File: src/rtl/tbu_pkg.sv
//--------------------------------------------------------------
// Functional notes
// [RULE1] overflow flag at modulo; irq needs enable
// [RULE2] each channel flag gated by own enable
// [RULE3] wait: keeps counting, irq wakes processor
// [RULE4] stop mode freezes counter and registers
// [RULE5] break freezes counter, drops input captures
// [RULE6] clear-enable low: break accesses keep flags
// [RULE7] clear-enable high: flags clear during break
// [RULE8] overflow flag: read-then-write-zero clears
// [RULE9] halt bit stops counter; set at reset
// [RULE10] halt bit inhibits input captures
// [RULE11] counter reset clears counter and prescaler
// [RULE12] halt plus reset holds counter at zero
// [RULE13] prescale select divides 1 to 64
// [RULE14] high read latches low byte once
// [RULE15] reset and counter reset clear count
// [RULE16] match modulo sets flag, restarts count
// [RULE17] modulo high write inhibits overflow until low
// [RULE18] reset sets modulo registers to all ones
// [RULE19] channel flag on edge or compare match
// [RULE20] channel flag two-step clear, events win
// [RULE21] channels capture or compare, buffered pair
// [RULE22] software unhalts before clearing a flag
// [RULE23] software resets counter before modulo write
// [RULE24] reset clears channel irq enables
// [RULE25] 16-bit counter steps on prescaled tick
// [RULE26] level irq until flag or enable clears
//--------------------------------------------------------------
package tbu_pkg;
   // byte addresses of the word-wide register slots
   localparam logic [7:0] TBU_A_SC = 8'h00;
   localparam logic [7:0] TBU_A_CNTH = 8'h04;
   localparam logic [7:0] TBU_A_CNTL = 8'h08;
   localparam logic [7:0] TBU_A_MODH = 8'h0C;
   localparam logic [7:0] TBU_A_MODL = 8'h10;
   localparam logic [7:0] TBU_A_CH0SC = 8'h14;
   localparam logic [7:0] TBU_A_CH1SC = 8'h18;
   localparam logic [7:0] TBU_A_CH0H = 8'h1C;
   localparam logic [7:0] TBU_A_CH0L = 8'h20;
   localparam logic [7:0] TBU_A_CH1H = 8'h24;
   localparam logic [7:0] TBU_A_CH1L = 8'h28;
   // field positions inside a written byte
   localparam int unsigned TBU_B_FLAG = 7;
   localparam int unsigned TBU_B_RST = 4;
   localparam int unsigned TBU_B_HALT = 5;
   // reset values
   localparam logic [7:0] TBU_SC_RESET = 8'h20;
   localparam logic [7:0] TBU_CH_RESET = 8'h00;
   localparam logic [15:0] TBU_MOD_RESET = 16'hFFFF;
   localparam logic [15:0] TBU_CNT_ZERO = 16'h0000;
   // prescaler: six bits reach divide by 64
   localparam int unsigned TBU_PW = 6;
   localparam logic [2:0] TBU_PS_UNUSED = 3'h7;
   // timer status and control byte
   typedef struct packed {
      logic flag;
      logic irq_en;
      logic halt;
      logic rst;
      logic rsv;
      logic [2:0] ps;
   } tbu_sc_t;
   // channel status and control byte
   typedef struct packed {
      logic flag;
      logic irq_en;
      logic buf_mode;
      logic mode_a;
      logic [1:0] edge_sel;
      logic tov;
      logic max;
   } tbu_ch_t;
endpackage

File: src/rtl/tbu_timer.sv
// Design decisions made here: register access over Wishbone and the register offsets.
`timescale 1ns/10ps
`default_nettype none
module tbu_timer
   import tbu_pkg::*;
(
   input wire logic i_clock,
   input wire logic i_resetn,
   input wire logic i_wb_cyc,
   input wire logic i_wb_stb,
   input wire logic i_wb_we,
   input wire logic [7:0] i_wb_adr,
   input wire logic [3:0] i_wb_sel,
   input wire logic [31:0] i_wb_dat,
   output logic [31:0] o_wb_dat,
   output logic o_wb_ack,
   input wire logic i_stop,
   input wire logic i_break,
   input wire logic i_break_clear_enable,
   input wire logic [1:0] i_channel_pin,
   output logic o_overflow_irq,
   output logic [1:0] o_channel_irq,
   output logic o_wakeup
);

   //-----------------------------------------------------------
   // state
   //-----------------------------------------------------------
   tbu_sc_t sc_reg, sc_next; // status and control
   logic [15:0] cnt_reg, cnt_next; // main counter
   logic [TBU_PW-1:0] presc_reg, presc_next; // prescaler
   logic [15:0] mod_reg, mod_next; // modulo value
   logic inh_reg, inh_next; // overflow inhibit
   logic [7:0] latch_reg, latch_next; // held low byte
   logic held_reg, held_next; // low byte is held
   tbu_ch_t ch_reg [2]; // channel controls
   tbu_ch_t ch_next [2];
   logic [15:0] cv_reg [2]; // channel values
   logic [15:0] cv_next [2];
   logic [2:0] arm_reg, arm_next; // first clear step done
   logic [1:0] pin_reg, pin_next; // last pin levels
   logic ack_reg, ack_next; // bus answer
   logic [31:0] dat_reg, dat_next; // read data

   //-----------------------------------------------------------
   // decode
   //-----------------------------------------------------------
   logic req; // request present
   logic acc; // access completes this edge
   logic wr; // byte write completes
   logic rd; // read completes
   logic [7:0] wd; // written byte
   logic freeze; // flags protected in break
   logic run; // counter may advance
   logic tick; // prescaled counter clock
   logic [15:0] cnt_inc; // next count value
   logic ovf_evt; // overflow event
   logic [2:0] evt; // flag set events
   logic [2:0] wr_f; // write to a flag register
   logic [2:0] rd_f; // read of a flag register
   logic [2:0] flag_q; // current flags
   logic [2:0] flag_d; // next flags
   logic rst_wr; // counter reset written
   logic rd_take; // read request seen, answer comes next edge

   // mask of prescaler bits that must be all ones
   function automatic logic [TBU_PW-1:0] ps_mask(
      input logic [2:0] ps
   );
      logic [TBU_PW:0] m;
      m = (7'h01 << ps) - 7'h01;
      ps_mask = m[TBU_PW-1:0];
   endfunction

   assign req = i_wb_cyc & i_wb_stb;
   // effects happen on the edge where ack is seen
   assign acc = req & ack_reg;
   assign wr = acc & i_wb_we & i_wb_sel[0];
   assign rd = acc & ~i_wb_we;
   // read side effects follow the byte the slave samples for the answer
   assign rd_take = req & ~ack_reg & ~i_wb_we;
   assign wd = i_wb_dat[7:0];
   assign rst_wr = wr & (i_wb_adr == TBU_A_SC) & wd[TBU_B_RST];
   // with clear-enable high, flag clearing in break behaves as normal; the counter still stops
   assign freeze = i_break & ~i_break_clear_enable; // RULE6 RULE7
   assign run = ~sc_reg.halt & ~i_stop & ~i_break; // RULE4 RULE5 RULE9
   // code 111 never ticks: no source behind it
   assign tick = run & (sc_reg.ps != TBU_PS_UNUSED) &
      ((presc_reg & ps_mask(sc_reg.ps)) == ps_mask(sc_reg.ps)); // RULE13
   // wrap at modulo so the match value is held one tick
   assign cnt_inc = (cnt_reg == mod_reg) ? TBU_CNT_ZERO :
      16'(cnt_reg + 16'h0001); // RULE16 RULE25
   assign ovf_evt = tick & (cnt_inc == mod_reg) & ~inh_reg; // RULE1 RULE17
   assign flag_q = {ch_reg[1].flag, ch_reg[0].flag, sc_reg.flag};
   assign wr_f = {3{wr}} & {i_wb_adr == TBU_A_CH1SC,
      i_wb_adr == TBU_A_CH0SC, i_wb_adr == TBU_A_SC};
   // arming sees the same flag value that the read returns, so an event
   // landing while the answer is pending can never be cleared unseen
   assign rd_f = {3{rd_take}} & {i_wb_adr == TBU_A_CH1SC,
      i_wb_adr == TBU_A_CH0SC, i_wb_adr == TBU_A_SC};

   //-----------------------------------------------------------
   // channel events
   //-----------------------------------------------------------
   assign evt[0] = ovf_evt;
   genvar g;
   generate
      for (g = 0; g < 2; g++) begin : g_ch
         logic en; // channel usable
         logic cap; // capture mode
         logic cmp; // compare mode
         logic edg; // selected edge seen
         // buffered pairing borrows channel 1
         assign en = (g == 0) | ~ch_reg[0].buf_mode; // RULE21
         assign cap = en & ~ch_reg[g].buf_mode & ~ch_reg[g].mode_a &
            (ch_reg[g].edge_sel != 2'h0); // RULE21
         assign cmp = en & (ch_reg[g].mode_a | ch_reg[g].buf_mode);
         // edge select 01 rising, 10 falling, 11 both
         assign edg = (ch_reg[g].edge_sel[0] & i_channel_pin[g] &
            ~pin_reg[g]) | (ch_reg[g].edge_sel[1] &
            ~i_channel_pin[g] & pin_reg[g]);
         // halt, stop and break all block captures
         assign evt[g+1] = (cap & edg & run) |
            (cmp & tick & (cnt_inc == cv_reg[g])); // RULE19 RULE10 RULE5
      end
   endgenerate

   //-----------------------------------------------------------
   // core next state
   //-----------------------------------------------------------
   always_comb begin
      logic f;
      logic a;
      f = 1'b0;
      a = 1'b0;
      sc_next = sc_reg;
      cnt_next = cnt_reg;
      presc_next = presc_reg;
      mod_next = mod_reg;
      inh_next = inh_reg;
      latch_next = latch_reg;
      held_next = held_reg;
      ch_next = ch_reg;
      cv_next = cv_reg;
      pin_next = i_channel_pin;
      // prescaler free runs while counting allowed
      if (run) begin
         presc_next = TBU_PW'(presc_reg + 1'b1);
      end
      if (tick) begin
         cnt_next = cnt_inc; // RULE25 RULE16
      end
      // a capture stores the running count
      for (int i = 0; i < 2; i++) begin
         if (evt[i+1] && !ch_reg[i].mode_a && !ch_reg[i].buf_mode) begin
            cv_next[i] = cnt_reg;
         end
      end
      // two-step clearing; a new event always wins
      for (int k = 0; k < 3; k++) begin
         f = flag_q[k];
         a = arm_reg[k];
         if (rd_f[k] && f && !freeze) begin
            a = 1'b1; // RULE8 RULE20
         end
         // arm survives a frozen break for later use
         if (wr_f[k] && !freeze) begin
            if (a && !wd[TBU_B_FLAG]) begin
               f = 1'b0; // RULE8 RULE20 RULE7
            end
            a = 1'b0;
         end
         if (evt[k]) begin
            f = 1'b1; // RULE1 RULE19
            a = 1'b0;
         end
         flag_d[k] = f;
         arm_next[k] = a;
      end
      // counter register reads
      // latch on the edge that samples the high byte: a carry between
      // the take edge and the ack edge would otherwise split the pair
      if (rd_take && i_wb_adr == TBU_A_CNTH && !held_reg) begin
         latch_next = cnt_reg[7:0]; // RULE14
         held_next = 1'b1;
      end
      if (rd && i_wb_adr == TBU_A_CNTL) begin
         held_next = 1'b0; // RULE14
      end
      // register writes
      if (wr) begin
         unique case (i_wb_adr)
            TBU_A_SC: begin
               sc_next.irq_en = wd[6];
               sc_next.halt = wd[TBU_B_HALT]; // RULE9
               sc_next.ps = wd[2:0]; // RULE13
            end
            TBU_A_MODH: begin
               mod_next[15:8] = wd;
               inh_next = 1'b1; // RULE17
            end
            TBU_A_MODL: begin
               mod_next[7:0] = wd;
               inh_next = 1'b0; // RULE17
            end
            TBU_A_CH0SC: begin
               ch_next[0][6:0] = wd[6:0]; // RULE21
            end
            TBU_A_CH1SC: begin
               // channel 1 has no buffered mode bit
               ch_next[1][6:0] = {wd[6], 1'b0, wd[4:0]};
            end
            TBU_A_CH0H: cv_next[0][15:8] = wd;
            TBU_A_CH0L: cv_next[0][7:0] = wd;
            TBU_A_CH1H: cv_next[1][15:8] = wd;
            TBU_A_CH1L: cv_next[1][7:0] = wd;
            default: begin
               // read-only or unmapped: ignored
            end
         endcase
      end
      // reset bit is never stored, so it reads zero
      if (rst_wr) begin
         cnt_next = TBU_CNT_ZERO; // RULE11 RULE12 RULE15
         presc_next = '0; // RULE11
         held_next = 1'b0;
      end
      sc_next.flag = flag_d[0];
      ch_next[0].flag = flag_d[1];
      ch_next[1].flag = flag_d[2];
   end

   //-----------------------------------------------------------
   // core registers
   //-----------------------------------------------------------
   always_ff @(posedge i_clock or negedge i_resetn) begin
      if (!i_resetn) begin
         sc_reg <= TBU_SC_RESET; // RULE9 RULE13
         cnt_reg <= TBU_CNT_ZERO; // RULE15
         presc_reg <= '0;
         mod_reg <= TBU_MOD_RESET; // RULE18
         inh_reg <= 1'b0;
         latch_reg <= 8'h00;
         held_reg <= 1'b0;
         ch_reg[0] <= TBU_CH_RESET; // RULE24
         ch_reg[1] <= TBU_CH_RESET; // RULE24
         cv_reg[0] <= TBU_CNT_ZERO;
         cv_reg[1] <= TBU_CNT_ZERO;
         arm_reg <= 3'h0;
         pin_reg <= 2'h0;
      end else begin
         sc_reg <= sc_next;
         cnt_reg <= cnt_next;
         presc_reg <= presc_next;
         mod_reg <= mod_next;
         inh_reg <= inh_next;
         latch_reg <= latch_next;
         held_reg <= held_next;
         ch_reg <= ch_next;
         cv_reg <= cv_next;
         arm_reg <= arm_next;
         pin_reg <= pin_next;
      end
   end

   //-----------------------------------------------------------
   // bus slave
   //-----------------------------------------------------------
   // one wait state; data is captured before the ack edge
   always_comb begin
      logic [7:0] b;
      b = 8'h00;
      ack_next = req & ~ack_reg;
      dat_next = dat_reg;
      unique case (i_wb_adr)
         TBU_A_SC: b = sc_reg;
         TBU_A_CNTH: b = cnt_reg[15:8];
         TBU_A_CNTL: b = held_reg ? latch_reg : cnt_reg[7:0]; // RULE14
         TBU_A_MODH: b = mod_reg[15:8];
         TBU_A_MODL: b = mod_reg[7:0];
         TBU_A_CH0SC: b = ch_reg[0];
         TBU_A_CH1SC: b = ch_reg[1];
         TBU_A_CH0H: b = cv_reg[0][15:8];
         TBU_A_CH0L: b = cv_reg[0][7:0];
         TBU_A_CH1H: b = cv_reg[1][15:8];
         TBU_A_CH1L: b = cv_reg[1][7:0];
         default: b = 8'h00; // unmapped reads as zero
      endcase
      if (req && !ack_reg) begin
         dat_next = {24'h000000, b};
      end
   end

   always_ff @(posedge i_clock or negedge i_resetn) begin
      if (!i_resetn) begin
         ack_reg <= 1'b0;
         dat_reg <= 32'h00000000;
      end else begin
         ack_reg <= ack_next;
         dat_reg <= dat_next;
      end
   end

   //-----------------------------------------------------------
   // outputs
   //-----------------------------------------------------------
   assign o_wb_ack = ack_reg;
   assign o_wb_dat = dat_reg;
   // level requests, held until flag or enable drops
   assign o_overflow_irq = sc_reg.flag & sc_reg.irq_en; // RULE1 RULE26
   assign o_channel_irq[0] = ch_reg[0].flag & ch_reg[0].irq_en; // RULE2
   assign o_channel_irq[1] = ch_reg[1].flag & ch_reg[1].irq_en; // RULE26
   // any enabled request wakes a waiting core
   assign o_wakeup = o_overflow_irq | (|o_channel_irq); // RULE3
endmodule
`default_nettype wire

File: config.mk
export PLATFORM = sky130hd
export DESIGN_NAME = tbu_timer
export DESIGN_NICKNAME = d
export VERILOG_FILES = /design/src/rtl/tbu_pkg.sv /design/src/rtl/tbu_timer.sv
export SDC_FILE = /design/constraint.sdc
export NUM_CORES = 1
export LEC_CHECK = 0
export ABC_AREA = 1
export BUFFER_PORTS_ARGS = -buffer_cell sky130_fd_sc_hd__buf_2
export CAP_MARGIN = 25
export CORE_MARGIN = 4
export CORE_UTILIZATION = 59
export CTS_CLUSTER_SIZE = 10
export DETAILED_ROUTE_END_ITERATION = 7
export PLACE_DENSITY = 0.81
export SYNTH_ARGS = -nofsm -noshare
export SYNTH_HDL_FRONTEND = slang
export SYNTH_SLANG_ARGS = --single-unit
File: constraint.sdc
create_clock -name i_clock -period 2.2 [get_ports i_clock]
set_input_delay 0.66 -clock i_clock [delete_from_list [all_inputs] [get_ports i_clock]]
set_output_delay 0.66 -clock i_clock [all_outputs]
set_load 0.01 [all_outputs]
# Yosys cells after proc, flatten, opt, wreduce, memory -nomap -nowiden

Cells that the tools add are included.

Bits in registers: 115
Bits of input ports: 54
Output and inout port bits: 37
Logic and storage cells: 198

Add/subtract/negate cells: 3
Eq/ne operators: 16
Shifts and indexed selects: 1
Muxes and demuxes: 36
Bitwise logic cells: 63
Reductions and logical operators: 49

Operator list:

| kind                                          | number |
|---|---|
| case mux 8 bit (11 select lines)              | 1 |
| two-way mux 16 bit                            | 5 |
| == test 16 bit                                | 4 |
| bitwise AND 1 bit                             | 40 |
| two-way mux 8 bit                             | 5 |
| == test 8 x 5 -> 1 bit, second input constant | 4 |
| two-way mux 32 bit                            | 1 |
| == test 8 x 6 -> 1 bit, second input constant | 3 |
| nonzero test 2 bit                            | 11 |
| two-way mux 1 bit                             | 21 |
| logical AND 1 bit                             | 19 |
| AND reduction 2 bit                           | 9 |
| adder 16 x 1 -> 16 bit, second input constant | 1 |
| == test 8 x 4 -> 1 bit, second input constant | 2 |
| inverter 1 bit                                | 14 |
| two-way mux 6 bit                             | 2 |
| == test 8 x 3 -> 1 bit, second input constant | 1 |
| zero test 8 bit                               | 1 |
| zero test 1 bit                               | 7 |
| adder 6 x 1 -> 6 bit, second input constant   | 1 |
| bitwise AND 3 bit                             | 2 |
| bitwise AND 6 bit                             | 1 |
| == test 6 bit                                 | 1 |
| OR 1 bit                                      | 6 |
| other kinds (6)                               | 6 |

# Longest topological paths before layout

Word-level depth: 13
Mapped depth: 18
Depth with buffers taken out: 17

# Least setup slack after synthesis

Ideal clock, no wire load.

Path kind: in2reg
Start: input i_wb_adr[1]
End: register presc_reg[1]
Library setup time: 0.120 ns
Arrival: 2.033 ns
Required time: 2.080 ns
Setup slack: 0.047 ns
Stages: 12
Path through: nor2_1 > inv_1 > nor3_2 > nand2_1 > nor2_1 > inv_1 > nor2_2 > inv_1 > clkbuf_1 > nand3_1 > a21boi_0 > inv_1

Cells in the longest elaborated chain, start to end: 4
Elaborated cells between the ends (all ways): 5
Those cells by class: 1 x mux; 2 x bitwise; 2 x reduce/logical

Ends and longest elaborated chain:

| element                                                 | line             | text |
|---|---|---|
| from (decl)                                             | tbu_timer.sv:12  | `input wire logic [7:0] i_wb_adr,` |
| zero test 8 bit *                                       | tbu_timer.sv:83  | `assign rst_wr = wr & (i_wb_adr == TBU_A_SC) & wd[TBU_B_RST];` |
| bitwise AND 1 bit * (2 in series)                       | tbu_timer.sv:83  |  |
| two-way mux 6 bit or nonzero test 2 bit (tied branches) | -                |  |
| to (signal assigned)                                    | tbu_timer.sv:254 | `presc_reg <= presc_next;` |
| to (decl)                                               | tbu_timer.sv:31  | `logic [TBU_PW-1:0] presc_reg, presc_next;` |

Mark *: on every way between the ends. The rest lies on a longest branch, timed or not.
A chain may end at the register's enable or synchronous reset.

# Final worst setup path

Start: register cnt_reg[6]
End: register arm_reg[0]

Cells in the longest elaborated chain, start to end: 6
Elaborated cells between the ends (all ways): 7
Those cells by class: 1 x add/sub; 2 x eq/ne; 2 x mux; 2 x bitwise

Ends and longest elaborated chain:

| element                                                  | line                             | text |
|---|---|---|
| from (decl)                                              | tbu_timer.sv:30                  | `logic [15:0] cnt_reg, cnt_next;` |
| from (signal assigned)                                   | tbu_timer.sv:253                 | `cnt_reg <= cnt_next;` |
| adder 16 x 1 -> 16 bit or == test 16 bit (tied branches) | tbu_timer.sv:92, tbu_timer.sv:91 |  |
| two-way mux 16 bit *                                     | tbu_timer.sv:91                  | `assign cnt_inc = (cnt_reg == mod_reg) ? TBU_CNT_ZERO :` |
| == test 16 bit *                                         | tbu_timer.sv:93                  | `assign ovf_evt = tick & (cnt_inc == mod_reg) & ~inh_reg;` |
| bitwise AND 1 bit * (2 in series)                        | tbu_timer.sv:93                  |  |
| two-way mux 1 bit *                                      | tbu_timer.sv:173                 | `if (evt[k]) begin` |
| named net arm_next[0]                                    | tbu_timer.sv:40                  | `logic [2:0] arm_reg, arm_next;` |
| to (signal assigned)                                     | tbu_timer.sv:261                 | `arm_reg <= arm_next;` |
| to (decl)                                                | tbu_timer.sv:40                  |  |

Mark *: on every way through the listed nets, which the timed path passes. The rest lies on a longest branch.

==> qor.txt <==
CTS tree: built
Placed cell areas: 8580 µm²
Post-synth top area share: 33.7%
Synth Warn #: 0
Row cnt: 40
Sequential-to-total area share from yosys stat: 39.8%
Post-synth EDFFs: 0
Top post-synthesis cells by area: dfrtp_1 (34%), nand2_1 (19%), inv_1 (6.4%), nor2_1 (6.2%), dfstp_2 (6.1%)
Largest net degree at the start of global routing: 50
Synth Area in XOR/XNOR: 1.32%
CP max stage cell: dfrtp_1
Final setup viols: 6
GR Overflow Total: 0
Initial Util: 60.4%
Failing checks: setup timing
Crit-path cells: buf_4 > inv_1 > nand2_1 > nand2_1 > nor2_1 > nand2_1 > nor2_2 > nand2_4 > buf_6 > nand2_2 > nand2_1 > a21oi_2 > nand2_1 > nor2_2 > nand3_2 > nand2_1 > inv_1
Required @ worst endpoint: 2.52 ns
Pre-Repair DR Iteration Count: 6
Wirelength per Cell: 19.8 µm
Total die area: 14200 µm²
WL final: 28700 µm
Design Power: 4.98 mW
Max-cap check violation count: 0
CP startpoint: cnt_reg[6]$_DFFE_PN0P_
Die W: 119 µm
Leakage: 4.91 nW
Fmax: 420 MHz
CTS root buffer: clkbuf_16
Fillers: 856
Routed vias: 8455
Antenna Nets Post-Route: 0
DP HPWL: 20600 µm
Min Tclk post-route: 2.38 ns
Count of pins over their slew limit: 0
Clk sink count: 115
Max reg flops: 32
Post-Synthesis Cells: 1088
Main combinational cell family by area after synthesis: simple AND/OR/NAND/NOR gates
Routability congestion estimate from global placement: 1.09
Top fanout value on the critical path: 7
Adder-cell share of the synthesized area: 0.343%
Slew headroom: 63.6%
R2r startpoint: cnt_reg[6]$_DFFE_PN0P_
Final WS setup: -0.178 ns
Synth Area in Compound Gates: 14.3%
CTS Buf Count: 17
CP Launch Type: flip-flop
RSZ-0062 raised after global routing: yes
Final hold viol count: 0
Hold WC Path Type: in2async
Nets: 1325
Post-synthesis mux area share: 0%
Clock Path Buffers: 2
Final Cycle Share: 108%
Unique masters post-synth: 38
Initial antenna violation count: 0
Most common cell in the synthesized netlist: nand2_1
CTS Hold Bufs: 0
Status: finished with violations
Core area: 12100 µm²
Residual DRC: 0
Vias per inst: 5.83
Mapped cell area: 7290 µm²
Worst-path clk slew: 0.05 ns
Clk_lat worst skew: 0.43 ns
Most used cell along the critical path: nand2_1
WP data arrival: 2.70 ns
First-pass GRT wire length: 42400 µm
Area delta synth->final: 32.2%
Worst Tran Pin Value: 0.540 ns
Number of I/O pins: 91
Asr flop ratio synth: 100%
CP delay by family, top: simple AND/OR/NAND/NOR gates
Clk_skew: 0.00931 ns
Synth cell count leaders: nand2_1 (365), inv_1 (124), nor2_1 (120)
Vias in the first global route: 7675
H-tree lvl count: 4
Die Ht: 119 µm
Setup TNS: -0.814 ns
Synth Flop Type: dfrtp_1
Simple-gate share of the synthesized area: 32.2%
Initial drt markers: 1195
Layout cells sized above 1: 25.7%
Gr usage total: 39.2%
Finished Cell Area: 9630 µm²
Port Buffers: 39
Critical Path Max Stage Delay: 0.40 ns
Mean Syn Cell Area: 6.70 µm²
ANT cells: 0
Max IR drop VDD: 0.546 mV
Synth area leader: dfrtp_1
Synth Register Bits: 115
Pwr/cell area: 517 nW/µm²
Crit path buf inv count: 4
WS Path Type: reg2reg
Critical path endpoint category: flip-flop
## layer usage
layer  part of all wire [%]  wire, µm  GRT usage, %
met5                      0         0             0
met4                    6.8      1960          21.0
met3                     13      3850          9.78
met2                     42     12100          56.6
met1                     37     10700          54.3
## stage by stage
stage | setup WS [ns] | cells | hold slack (ns) | util, %
2_1_floorplan | 0.0470 | 1111 | 0.364 | -
3_5_place_dp | -0.207 | 1397 | 0.464 | 71.2
3_3_place_gp | -0.290 | 1397 | 0.451 | 71.2
6_report | -0.178 | 1450 | 0.184 | 79.9
4_1_cts | -0.0340 | 1439 | 0.188 | 77.5
5_1_grt | -0.289 | 1450 | 0.198 | 79.9
## what timing repair did
item                                    CTS  global route
gates resized for setup                  48            43
gates cloned                              1             3
buffers inserted                          9             8
pin swaps                                12            31
endpoints found under the setup margin    6             6
## placed cells by master, fill, tap and decap left out, types with 2 or more instances in the layout
cell and instances:
nand2_1 339, inv_1 118, buf_2 38, nor2_2 15, clkinv_2 4, a21oi_1 32
o21ai_1 3, o21bai_1 2, dfstp_2 17, nand4_1 3, nor4_1 7, nor2_4 3
conb_1 24, nand2_2 23, nand3_1 50, o22ai_1 23, o21ai_0 71, o21a_1 2
dfrtp_1 97, xor2_2 4, nand2_4 3, nand3b_1 3, inv_4 2, clkbuf_8 3
a31oi_1 34, buf_4 148, buf_12 8, clkbuf_1 7, inv_2 11, buf_6 8
nand3_2 8, nor3_1 9, clkbuf_16 20, nor2_1 105, nor3_2 5, xor2_1 7
a211oi_1 4, a221oi_1 7
## worst paths after layout
path / slack, ns / cells past startpoint / endpoint
hold / removal: 0.18 / 1 / presc_reg[2]$_DFFE_PN0P_
min in group i_clock: 0.37 / 1 / pin_reg[1]$_DFF_PN0_
setup reg to reg: -0.18 / 17 / arm_reg[0]$_DFF_PN0_
hold reg to reg: 0.48 / 2 / o_wb_dat[1]$_DFFE_PN0P_
setup / recovery: -0.18 / 17 / arm_reg[0]$_DFF_PN0_
max in group asynchronous: 1.38 / 2 / mod_reg[2]$_DFFE_PN1P_
## where the power goes
group	switching, mW	internal (mW)
sequential	0.0112	2.13
clock	0.980	1.63
combinational	0.161	0.0569
total	1.15	3.82
## final cells by class
cell class / count / area (µm²) / area share, %
flip-flops and latches: 115 / 2900 / 30.1
repair buffers: 206 / 1640 / 17.0
inverters: 131 / 497 / 5.16
multi-input cells: 798 / 3840 / 39.9
clock inverters: 5 / 50.0 / 0.520
well taps: 168 / 210 / 2.18
clock buffers: 27 / 493 / 5.12
## logic make-up after synthesis
family,Yosys count
AO/OA/AOI/OAI,183
flip-flops,115
AND/OR/NAND/NOR,578
XOR/XNOR,11
buffers and inverters,198
adder cells (fa/ha/maj),2
other,1
(Power assumes the default switching activity.)
